File: config.mk
export PLATFORM = sky130hd
export DESIGN_NAME = indexer_drive_flat
export DESIGN_NICKNAME = d
export VERILOG_FILES = /design/src/hw/indexer_pkg.sv /design/src/hw/indexer_link_if.sv /design/src/hw/indexer_drive.sv /design/src/flat_wrapper.sv
export SDC_FILE = /design/constraint.sdc
export NUM_CORES = 1
export LEC_CHECK = 0
export BUFFER_PORTS_ARGS = -buffer_cell sky130_fd_sc_hd__buf_2
export CORE_MARGIN = 4
export CORE_UTILIZATION = 46
export CTS_CLUSTER_DIAMETER = 150
export DETAILED_ROUTE_END_ITERATION = 16
export PLACE_DENSITY = 0.77
export SYNTH_ARGS = -nofsm -noshare
export SYNTH_HDL_FRONTEND = slang
export SYNTH_SLANG_ARGS = --single-unit
File: constraint.sdc
create_clock -name clk -period 3.86 [get_ports clk]
set_input_delay 0.772 -clock clk [delete_from_list [all_inputs] [get_ports clk]]
set_output_delay 0.772 -clock clk [all_outputs]
set_load 0.02 [all_outputs]
File: src/hw/indexer_pkg.sv
`default_nettype none
package indexer_pkg;
  // ----------------------------------------------------------------
  // Widths and encodings
  // ----------------------------------------------------------------
  localparam int WORD_W = 16;
  localparam int OPTYPE_W = 4;
  localparam logic [OPTYPE_W-1:0] OPTYPE_INDEXER = 4'h1;
  localparam logic [WORD_W-1:0] TABLE_FIRST = 16'h0001;
  localparam logic [WORD_W-1:0] TABLE_LAST = 16'h0007;
  localparam logic [WORD_W-1:0] STATION_ONE = 16'h0001;
  localparam logic [WORD_W-1:0] STATION_COUNT_RST = 16'h0008;
  localparam logic [WORD_W-1:0] DELAY_RST = 16'h000A;
  localparam logic [WORD_W-1:0] MOVE_TIME_RST = 16'h0010;
  localparam logic [WORD_W-1:0] POS_RST = 16'h0000;
  localparam logic [WORD_W-1:0] ZERO_WORD = 16'h0000;
  localparam logic [WORD_W-1:0] ONE_WORD = 16'h0001;

  // ----------------------------------------------------------------
  // Controller register map
  // ----------------------------------------------------------------
  localparam int ADDR_W = 4;
  localparam logic [ADDR_W-1:0] REG_CTRL = 4'h0;
  localparam logic [ADDR_W-1:0] REG_TARGET = 4'h1;
  localparam logic [ADDR_W-1:0] REG_TABLE = 4'h2;
  localparam logic [ADDR_W-1:0] REG_STATUS = 4'h3;
  localparam logic [ADDR_W-1:0] REG_IRQ_STAT = 4'h4;
  localparam logic [ADDR_W-1:0] REG_IRQ_MASK = 4'h5;
  localparam int CTRL_MODE_LO = 0;
  localparam int CTRL_MODE_HI = 1;
  localparam int CTRL_REGSEL = 2;
  localparam int CTRL_START = 3;
  localparam int ST_INPOS = 0;
  localparam int ST_DONE = 1;
  localparam int ST_HOMEALM = 2;
  localparam int ST_RANGEWARN = 3;
  localparam int ST_BUSY = 4;
  localparam int IRQ_W = 4;

  typedef enum logic [1:0] {
    DEV_IDLE = 2'b00,
    DEV_MOVE = 2'b01,
    DEV_SETTLE = 2'b10
  } dev_state_t;
endpackage
`default_nettype wire

File: src/hw/indexer_link_if.sv
`default_nettype none
interface indexer_link_if;
  import indexer_pkg::*;
  logic opModeSelectLow;
  logic opModeSelectHigh;
  logic registerSpeedSpecSelect;
  logic motionStartInput;
  logic [WORD_W-1:0] targetStationWord;
  logic [WORD_W-1:0] tableOrSpeedWord;
  logic motionCompleteFlag;
  logic inPositionFlag;
  logic homeMissingAlarm;
  logic stationRangeWarning;
  modport device (
    input opModeSelectLow, opModeSelectHigh, registerSpeedSpecSelect,
    input motionStartInput, targetStationWord, tableOrSpeedWord,
    output motionCompleteFlag, inPositionFlag, homeMissingAlarm, stationRangeWarning
  );
  modport controller (
    output opModeSelectLow, opModeSelectHigh, registerSpeedSpecSelect,
    output motionStartInput, targetStationWord, tableOrSpeedWord,
    input motionCompleteFlag, inPositionFlag, homeMissingAlarm, stationRangeWarning
  );
endinterface
`default_nettype wire

File: src/hw/indexer_drive.sv
// Contract
// - Controller sets operation type to indexer.
// - Auto mode needs both mode selects on.
// - Register data used only with select on.
// - Speed source picks table or direct speed.
// - Station count used; numbering direction ignored.
// - Point table entries one through seven accepted.
// - Direct speed only when two stations occupied.
// - Table move to target station on start.
// - Direct move uses word speed, table one ramps.
// - Start without home raises home alarm.
// - Station above count minus one warns.
// - Start ignored while moving; wait for complete.
// - Controller sets words before start.
// - Post-stop torque limit after delay past in-position.
// - In-position after power-on when on a station.
//
// The address-and-strobe port and the register offsets are this design's own decisions.
`default_nettype none
module indexer_drive
  import indexer_pkg::*;
#(
  parameter int W = WORD_W
) (
  // Clock and reset
  input wire logic clk,
  input wire logic reset,
  // Link
  indexer_link_if.device link,
  // Parameters
  input wire logic [OPTYPE_W-1:0] operationTypeParam,
  input wire logic speedSourceParam,
  input wire logic twoStationsOccupied,
  input wire logic [W-1:0] stationCountParam,
  input wire logic stationNumberingDirParam,
  input wire logic [W-1:0] postStopTorqueLimitParam,
  input wire logic [W-1:0] torqueLimitDelayParam,
  input wire logic [W-1:0] normalTorqueLimit,
  input wire logic [W-1:0] moveTimeParam,
  input wire logic homeDone,
  // Motion side
  output logic [W-1:0] moveSpeed_r,
  output logic [W-1:0] rampTableIndex_r,
  output logic [W-1:0] activeStation_r,
  output logic [W-1:0] torqueLimit_r
);
  // ----------------------------------------------------------------
  // Mode and start qualification
  // ----------------------------------------------------------------
  // All qualification is combinational, so a start costs no extra cycle.
  dev_state_t state_r;
  logic startPrev_r;
  logic [W-1:0] timer_r;
  logic [W-1:0] settle_r;
  logic settled_r;
  logic autoMode;
  logic startEdge;
  logic directSpeed;
  logic stationBad;
  logic tableBad;
  logic accept;
  logic idleStart;

  // Range checks on link words share one unsigned comparison.
  function automatic logic outsideRange(input logic [W-1:0] value,
    input logic [W-1:0] lowest, input logic [W-1:0] highest);
    outsideRange = (value < lowest) || (value > highest);
  endfunction

  // ----------------------------------------------------------------
  // Mode decode
  // ----------------------------------------------------------------
  // Numbering direction has no meaning for the shortest path, so that input stays unread.
  assign autoMode = (operationTypeParam == OPTYPE_INDEXER) && link.opModeSelectLow
    && link.opModeSelectHigh && link.registerSpeedSpecSelect;
  assign directSpeed = speedSourceParam && twoStationsOccupied;
  // A station count of zero wraps the limit, so every station is then accepted.
  assign stationBad = outsideRange(link.targetStationWord, ZERO_WORD,
    stationCountParam - STATION_ONE);
  assign tableBad = !directSpeed
    && outsideRange(link.tableOrSpeedWord, TABLE_FIRST, TABLE_LAST);

  // ----------------------------------------------------------------
  // Start qualification
  // ----------------------------------------------------------------
  // The previous start level resets low, the idle level of the input.
  always_ff @(posedge clk) begin
    if (reset) begin
      startPrev_r <= 1'b0;
    end else begin
      startPrev_r <= link.motionStartInput;
    end
  end

  assign startEdge = link.motionStartInput && !startPrev_r;
  // A busy drive never sees the edge, so a mid-move start is simply dropped.
  assign idleStart = autoMode && startEdge && (state_r == DEV_IDLE);
  // Refused starts leave the drive idle; the flags record home and station refusals, but not a bad table entry.
  assign accept = idleStart && homeDone && !stationBad && !tableBad;

  // ----------------------------------------------------------------
  // Sequencer
  // ----------------------------------------------------------------
  // Motion is modelled by a cycle count; real feedback would replace the timer.
  // The settle state gives the flags one clean cycle before the next start.
  always_ff @(posedge clk) begin
    if (reset) begin
      state_r <= DEV_IDLE;
      timer_r <= ZERO_WORD;
    end else begin
      case (state_r)
        DEV_IDLE: begin
          if (accept) begin
            state_r <= DEV_MOVE;
            timer_r <= moveTimeParam;
          end
        end
        DEV_MOVE: begin
          if (timer_r <= ONE_WORD) begin
            state_r <= DEV_SETTLE;
          end else begin
            timer_r <= timer_r - ONE_WORD;
          end
        end
        DEV_SETTLE: begin
          state_r <= DEV_IDLE;
        end
        default: begin
          state_r <= DEV_IDLE;
        end
      endcase
    end
  end

  // Latching at acceptance keeps speed stable even if the master rewrites words.
  always_ff @(posedge clk) begin
    if (reset) begin
      moveSpeed_r <= ZERO_WORD;
      rampTableIndex_r <= TABLE_FIRST;
      activeStation_r <= POS_RST;
    end else if (accept) begin
      activeStation_r <= link.targetStationWord;
      // Direct speed borrows the ramps of the first table entry.
      if (directSpeed) begin
        moveSpeed_r <= link.tableOrSpeedWord;
        rampTableIndex_r <= TABLE_FIRST;
      end else begin
        moveSpeed_r <= ZERO_WORD;
        rampTableIndex_r <= link.tableOrSpeedWord;
      end
    end
  end

  // ----------------------------------------------------------------
  // Flags
  // ----------------------------------------------------------------
  // Alarm and warning reflect the last qualified start attempt.
  // They hold until the next attempt, so software may read them late.
  always_ff @(posedge clk) begin
    if (reset) begin
      link.homeMissingAlarm <= 1'b0;
      link.stationRangeWarning <= 1'b0;
    end else if (idleStart) begin
      link.homeMissingAlarm <= !homeDone;
      link.stationRangeWarning <= stationBad;
    end
  end

  // Reset position lies on station 0, so in-position is on from reset.
  // A new move drops both flags together and settling raises them together.
  always_ff @(posedge clk) begin
    if (reset) begin
      link.inPositionFlag <= 1'b1;
      link.motionCompleteFlag <= 1'b1;
    end else if (accept) begin
      link.inPositionFlag <= 1'b0;
      link.motionCompleteFlag <= 1'b0;
    end else if (state_r == DEV_SETTLE) begin
      link.inPositionFlag <= 1'b1;
      link.motionCompleteFlag <= 1'b1;
    end
  end

  // ----------------------------------------------------------------
  // Torque limit
  // ----------------------------------------------------------------
  // The post-stop limit applies only after the delay, so a settling load is not jerked.
  // The counter stops at the delay, so a long stop never wraps it.
  // Reset clears the limit to zero; the normal limit then applies until the first count ends.
  always_ff @(posedge clk) begin
    if (reset) begin
      settle_r <= ZERO_WORD;
      settled_r <= 1'b0;
      torqueLimit_r <= ZERO_WORD;
    end else if (!link.inPositionFlag) begin
      settle_r <= ZERO_WORD;
      settled_r <= 1'b0;
      torqueLimit_r <= normalTorqueLimit;
    end else if (settle_r >= torqueLimitDelayParam) begin
      settled_r <= 1'b1;
      torqueLimit_r <= postStopTorqueLimitParam;
    end else begin
      settle_r <= settle_r + ONE_WORD;
      torqueLimit_r <= settled_r ? postStopTorqueLimitParam : normalTorqueLimit;
    end
  end
endmodule
`default_nettype wire

File: src/flat_wrapper.sv
// flat-port wrapper written by rule: the top's interface ports become plain ports
module indexer_drive_flat import indexer_pkg::*;
#(
  parameter int W = WORD_W
)
  (clk, reset, operationTypeParam, speedSourceParam, twoStationsOccupied, stationCountParam, stationNumberingDirParam, postStopTorqueLimitParam, torqueLimitDelayParam, normalTorqueLimit, moveTimeParam, homeDone, moveSpeed_r, rampTableIndex_r, activeStation_r, torqueLimit_r, link_opModeSelectLow, link_opModeSelectHigh, link_registerSpeedSpecSelect, link_motionStartInput, link_targetStationWord, link_tableOrSpeedWord, link_motionCompleteFlag, link_inPositionFlag, link_homeMissingAlarm, link_stationRangeWarning);
  indexer_link_if link_i ();
  input wire logic clk;
  input wire logic reset;
  input wire logic [OPTYPE_W-1:0] operationTypeParam;
  input wire logic speedSourceParam;
  input wire logic twoStationsOccupied;
  input wire logic [W-1:0] stationCountParam;
  input wire logic stationNumberingDirParam;
  input wire logic [W-1:0] postStopTorqueLimitParam;
  input wire logic [W-1:0] torqueLimitDelayParam;
  input wire logic [W-1:0] normalTorqueLimit;
  input wire logic [W-1:0] moveTimeParam;
  input wire logic homeDone;
  output logic [W-1:0] moveSpeed_r;
  output logic [W-1:0] rampTableIndex_r;
  output logic [W-1:0] activeStation_r;
  output logic [W-1:0] torqueLimit_r;
  input wire logic [$bits(link_i.opModeSelectLow)-1:0] link_opModeSelectLow;
  input wire logic [$bits(link_i.opModeSelectHigh)-1:0] link_opModeSelectHigh;
  input wire logic [$bits(link_i.registerSpeedSpecSelect)-1:0] link_registerSpeedSpecSelect;
  input wire logic [$bits(link_i.motionStartInput)-1:0] link_motionStartInput;
  input wire logic [$bits(link_i.targetStationWord)-1:0] link_targetStationWord;
  input wire logic [$bits(link_i.tableOrSpeedWord)-1:0] link_tableOrSpeedWord;
  output wire logic [$bits(link_i.motionCompleteFlag)-1:0] link_motionCompleteFlag;
  output wire logic [$bits(link_i.inPositionFlag)-1:0] link_inPositionFlag;
  output wire logic [$bits(link_i.homeMissingAlarm)-1:0] link_homeMissingAlarm;
  output wire logic [$bits(link_i.stationRangeWarning)-1:0] link_stationRangeWarning;
  assign link_i.opModeSelectLow = link_opModeSelectLow;
  assign link_i.opModeSelectHigh = link_opModeSelectHigh;
  assign link_i.registerSpeedSpecSelect = link_registerSpeedSpecSelect;
  assign link_i.motionStartInput = link_motionStartInput;
  assign link_i.targetStationWord = link_targetStationWord;
  assign link_i.tableOrSpeedWord = link_tableOrSpeedWord;
  assign link_motionCompleteFlag = link_i.motionCompleteFlag;
  assign link_inPositionFlag = link_i.inPositionFlag;
  assign link_homeMissingAlarm = link_i.homeMissingAlarm;
  assign link_stationRangeWarning = link_i.stationRangeWarning;
  indexer_drive #(.W(W)) u_core (.clk(clk), .reset(reset), .link(link_i), .operationTypeParam(operationTypeParam), .speedSourceParam(speedSourceParam), .twoStationsOccupied(twoStationsOccupied), .stationCountParam(stationCountParam), .stationNumberingDirParam(stationNumberingDirParam), .postStopTorqueLimitParam(postStopTorqueLimitParam), .torqueLimitDelayParam(torqueLimitDelayParam), .normalTorqueLimit(normalTorqueLimit), .moveTimeParam(moveTimeParam), .homeDone(homeDone), .moveSpeed_r(moveSpeed_r), .rampTableIndex_r(rampTableIndex_r), .activeStation_r(activeStation_r), .torqueLimit_r(torqueLimit_r));
endmodule
Word level (Yosys, flattened, before mapping)
Index checks and enable logic that the tools add are counted.

storage, ports and cells
  flip-flop bits (word level) = 103
  output and inout bits = 68
  logic and storage cells = 65

operators by class
  add/subtract/negate cells = 3
  $lt $le $gt $ge = 6
  bitwise operators = 1
  eq/ne operators = 6
  reductions and logical operators = 24
  multiplexer cells = 13

operators with widths
  kind                                                                    number
  16-bit 2-to-1 mux                                                       7
  16-bit by 1-bit < comparator with 1-bit output, second input constant   2
  16-bit case mux with 2 select lines                                     1
  16-bit by 1-bit subtractor with 16-bit output, second input constant    2
  16-bit by 1-bit adder with 16-bit output, second input constant         1
  16-bit >= comparator                                                    1
  16-bit > comparator                                                     1
  16-bit by 3-bit > comparator with 1-bit output, second input constant   1
  16-bit by 1-bit <= comparator with 1-bit output, second input constant  1
  1-bit logical AND                                                       11
  1-bit zero test                                                         5
  4-bit by 1-bit == test with 1-bit output, second input constant         1
  2-bit 2-to-1 mux                                                        2
  2-bit by 1-bit != test with 1-bit output, second input constant         2
  2-bit case mux with 2 select lines                                      1
  2-bit nonzero test                                                      2
  3-bit AND reduction                                                     1
  2-bit by 1-bit == test with 1-bit output, second input constant         1
  2-bit == test, second input constant                                    1
  2-bit zero test                                                         1
  1-bit logical OR                                                        2
  1-bit 2-to-1 mux                                                        2
  2-bit != test, second input constant                                    1
  2-bit AND reduction                                                     1
  2 further kinds                                                         2

Depth between registers and ports, before layout
  depth after elaboration = 11
  mapped depth = 14

Worst setup path after synthesis
Ideal clock, no wire load.

  path kind = input to register
  start point = in stationCountParam[3]
  end point = reg u_core.timer_r[0]
  required time = 3743 ps
  stages on the path = 14
  setup time = 117 ps
  path slack = 72 ps
  data arrival time = 3670 ps
  path buffers = 1
  path through = nor3_1 > nand2_1 > nor3_1 > nand3b_1 > nor4_1 > xnor2_1 > ha_1 > nand2_1 > nor4_1 > o211ai_1 > a311o_4 > and3_4 > buf_6 > a32o_1

between the ends
  cells in the longest elaborated chain, start to end = 8

ends and longest elaborated chain
  element                                             RTL line              text
  from (decl)                                         flat_wrapper.sv:13    input wire logic [W-1:0] stationCountParam;
  16-bit by 1-bit subtractor with 16-bit output       indexer_drive.sv:79   stationCountParam - STATION_ONE);
  16-bit > comparator                                 indexer_drive.sv:67   outsideRange = (value < lowest) || (value > highest);
  1-bit logical OR                                    indexer_drive.sv:67
  1-bit zero test                                     indexer_drive.sv:99   assign accept = idleStart && homeDone && !stationBad && !tableBad;
  1-bit logical AND (2 in a row)                      indexer_drive.sv:99
  2-bit by 1-bit != test with 1-bit output (no line)  n/a
  3-bit AND reduction (no line)                       n/a
  to (signal assigned)                                indexer_drive.sv:115  timer_r <= moveTimeParam;
  to (signal assigned)                                indexer_drive.sv:122  timer_r <= timer_r - ONE_WORD;
  to (decl)                                           indexer_drive.sv:53   logic [W-1:0] timer_r;

No other way between the ends.
A chain may end at the register's enable or synchronous reset.

Final worst setup path
Same ends and word-level chain as after synthesis.

==> run summary <==
The worst setup path is captured at a flop. The number of hold violations in the final report was 0. The share of the synthesized area in the top cell type is 36.7%. The final worst setup slack came out at 343 ps.

The share of total power in the clock network is 41.3%. The global-route total usage across every layer came out at 20.4%. Buffers added to address setup during post-CTS repair amount to 0. The path type of the worst setup path is input pin to flop.

The insertion delay to the later sink of the worst-skew pair is 340 ps. Along the worst path, the maximum fanout reaches 5. The fmax came out at 284 MHz.

Buffers placed on the I/O ports in this run total 192. The count of yosys warnings during synthesis came out at 0. The count of boundary I/O pins came out at 194. The number of cells on the worst reg-to-reg path is 8. The total of fill cells in the finished design is 1,097. The final setup violation count came out at 0.

The internal cell power is 1.71 mW. Counting flops with a built-in enable in the synthesized netlist gives 0. The number of diodes added for antenna fixing is 0.

The destination of the worst register-to-register timing path is u_core.settle_r[7]. After floorplanning, the core was divided into 40 placement rows. The cts-stage hold buffer count is 0. The initial core utilization came out at 46.9%. The initial antenna violation count came to 0. CTS placed an instance of clkbuf_16 at the clock tree root.

The number of buffers created by CTS came out at 9. The post-synthesis sequential area ratio came out at 36.7%. The data required time of the worst path came out at 4090 ps. In the final layout, the share of cells above drive strength 1 is 29.4%.

The nature of the critical path startpoint is an input pin. The longest clock path from root to sink contains 2 buffers. The die outline area is 0.0140 mm2. The horizontal die dimension is 118 um. Counting flops with an async set or reset pin after synthesis yields a share of 0%. The final layout contains routed wiring with a total length of 14,500 um. The remaining max-slew budget at the tightest pin came out at 36.0%. The share of the core filled with cells in the final layout is 59.3%. TritonCTS built the clock tree.

The final weighted congestion of routability-driven global placement came out at 0.840. By count the netlist is led by 134 x nand2_1, 103 x dfxtp_1, 53 x mux2i_1. After layout, the design draws a total of 2.27 mW.

In this run the cell area measured after placement is 0.00677 mm2. The worst hold path terminates at u_core.activeStation_r[8]. The leakage power of the design is 3.11 nW.

The total congestion overflow came out at 0. Measured along the y axis, the die boundary spans 118 um. Sequential cells account for 47.6% of the total power.

The run finished with clean final reports. The clock net sink count came out at 103. The register bit count reported by yosys came out at 103.

The reported max-cap violation count is 0. The first-pass GRT wire length is 24,000 um. The average wire per standard cell came out at 14.6 um. By area the synthesized netlist is led by dfxtp_1 37%, mux2i_1 9.4%, nand2_1 9.0%. The post-synth net total is 817. The floorplan core area is 0.0120 mm2. The count of unique library cells instantiated by Yosys is 66. The mean instance size in the synthesized netlist is 8.57 um2. The setup slack on the worst flop-to-flop path is 1240 ps. The via count of the first global-routing pass came to 5,208. Across the routed clock network, the largest skew measured is 5.76 ps.

Synthesis produced a netlist whose cell count is 655. The count of nets left with antenna violations once routing finished came out at 0. The via count came out at 5,352. The post-placement worst setup slack came out at -114 ps. The cell area after technology mapping came out at 0.00561 mm2. The switching part of the total came out at 24.5%.

The clock-pin slew on the worst setup and hold paths is 70 ps. In the final timing run, aggregate negative setup slack is 0 ps. The number of stages on the worst hold path is 2.

The power spent charging and discharging nets is 0.557 mW. The net count of the finished layout is 1,004. The final critical-path required period came out at 3520 ps.

The pre-antenna-repair detailed-routing pass consisted of 5 iterations. nand2_1 is the most common cell in the netlist. After detailed routing, the number of vias per cell comes to 5.38. The startpoint identified for the worst register-to-register timing path is u_core.settle_r[11]. The maximum VDD drop came out at 179 uV. Per report_power, the combinational group accounts for 11.1% of the total. The estimated wirelength of the detail-placed design came out at 11,000 um. The number of DRC markers in iteration 0 is 238. The worst-margin pin slew is 957 ps. The class of the worst hold path is flop to flop. The worst hold path begins at u_core.activeStation_r[8].

The arrival time at the worst endpoint came out at 3750 ps. The final cell area excluding filler cells came out at 0.00710 mm2. The area growth from synthesis to final layout came out at 26.4%. The detailed-route DRC error count is 0. The clock tree synthesis step divided the H-tree into 3 levels. The final count of pins violating max slew came to 0. Entering global routing, the biggest net connects 50 pins.

The ratio of final minimum period to clock period came out at 91.1%. The synthesized design spends more area on one cell type than any other, namely dfxtp_1. The dominant synthesized flop cell is dfxtp_1.

Setup repair after global routing left no endpoint under its margin. In this run the power density over the cells is 320 mW/mm2.
==> placed cells by master (no fill, tap or decap), drive strengths merged, types with 5 or more instances in the layout <==
cell / n
a211oi: 5
a21oi: 37
nor4: 7
o31ai: 5
nand2: 134
clkbuf: 10
buf: 209
ha: 36
xor2: 9
nor3b: 16
nor3: 21
dfxtp: 103
nor2: 34
o32ai: 11
nand3: 13
and3: 8
mux2i: 53
inv: 29
or4: 6
nand2b: 7
xnor2: 8
o211ai: 16
o21ai: 14
==> metrics by stage <==
step,hold slack [ps],instances
finish,452,994
floorplan,441,655
global route,468,994
CTS,456,994
detailed placement,444,978
global placement,439,978
==> layout make-up <==
cell class / instances / area (um2) / area share, %
clock buffers: 10 / 239 / 3.37
multi-input cells: 492 / 3300 / 46.6
repair buffers: 209 / 1140 / 16.0
flip-flops and latches: 103 / 2060 / 29.1
inverters: 27 / 101 / 1.43
clock inverters: 6 / 67.6 / 0.952
well taps: 147 / 184 / 2.59
==> per-layer routing <==
metal | vias up | GRT usage [%] | share of wire (%)
met5 | - | 0 | 0
met4 | 0 | 6.66 | 2.0
met3 | 21 | 4.98 | 7.1
met2 | 187 | 34.9 | 47
met1 | 2448 | 25.2 | 44
li1 | 2696 | - | -
==> worst max path at each step <==
stage,end,cells after the start,startpoint,slack [ps]
after floorplan,u_core.timer_r[0],14,stationCountParam[3],70
after global placement,u_core.timer_r[0],15,stationCountParam[3],-20
after detailed placement,u_core.timer_r[0],15,stationCountParam[3],-110
after CTS,u_core.timer_r[0],15,stationCountParam[3],250
after global routing,u_core.timer_r[8],15,stationCountParam[3],40
final,u_core.timer_r[0],15,stationCountParam[3],340
==> critical path: stages <==
cell	delay, ps
buf_2	100
nor3_1	220
nand2_1	110
nor3_2	170
nand3b_1	190
nor3_2	210
xnor2_1	90
ha_1	290
nand2_1	90
nor4_1	320
buf_4	180
o211ai_1	130
a311o_4	430
and3_4	210
a32o_1	210
==> power by group through the flow <==
stage	clock (mW)	combinational (mW)	sequential (mW)
floorplan	0	0.121	1.12
finish	0.938	0.252	1.08
global route	1.01	0.287	1.08
CTS	0.961	0.254	1.08
detailed placement	0	0.252	1.10
global placement	0	0.247	1.10
==> logic make-up (layout without fill, tap and decap cells) <==
logic type | count (synthesis) | count (layout) | share of synthesized area [%]
AND/OR/NAND/NOR | 266 | 266 | 22.9
AO/OA/AOI/OAI | 120 | 120 | 15.4
flip-flops | 103 | 103 | 36.7
buffers and inverters | 60 | 252 | 4.84
multiplexers | 53 | 53 | 9.45
adder cells (fa/ha/maj) | 36 | 36 | 8.02
XOR/XNOR | 17 | 17 | 2.65
==> timing repair <==
action	CTS	global route
setup endpoints to repair	0	52
endpoints found under the hold margin	0	0
gates resized for setup	0	3
==> flip-flops by register name (all words and copies together) (netlist names), 2 cells and up <==
| signal | cells |
|---|---|
| u_core.activeStation_r | 16 |
| u_core.torqueLimit_r | 16 |
| u_core.settle_r | 16 |
| u_core.moveSpeed_r | 16 |
| u_core.timer_r | 16 |
| u_core.rampTableIndex_r | 16 |
| u_core.state_r | 2 |
Power figures use the tool's default switching activity.
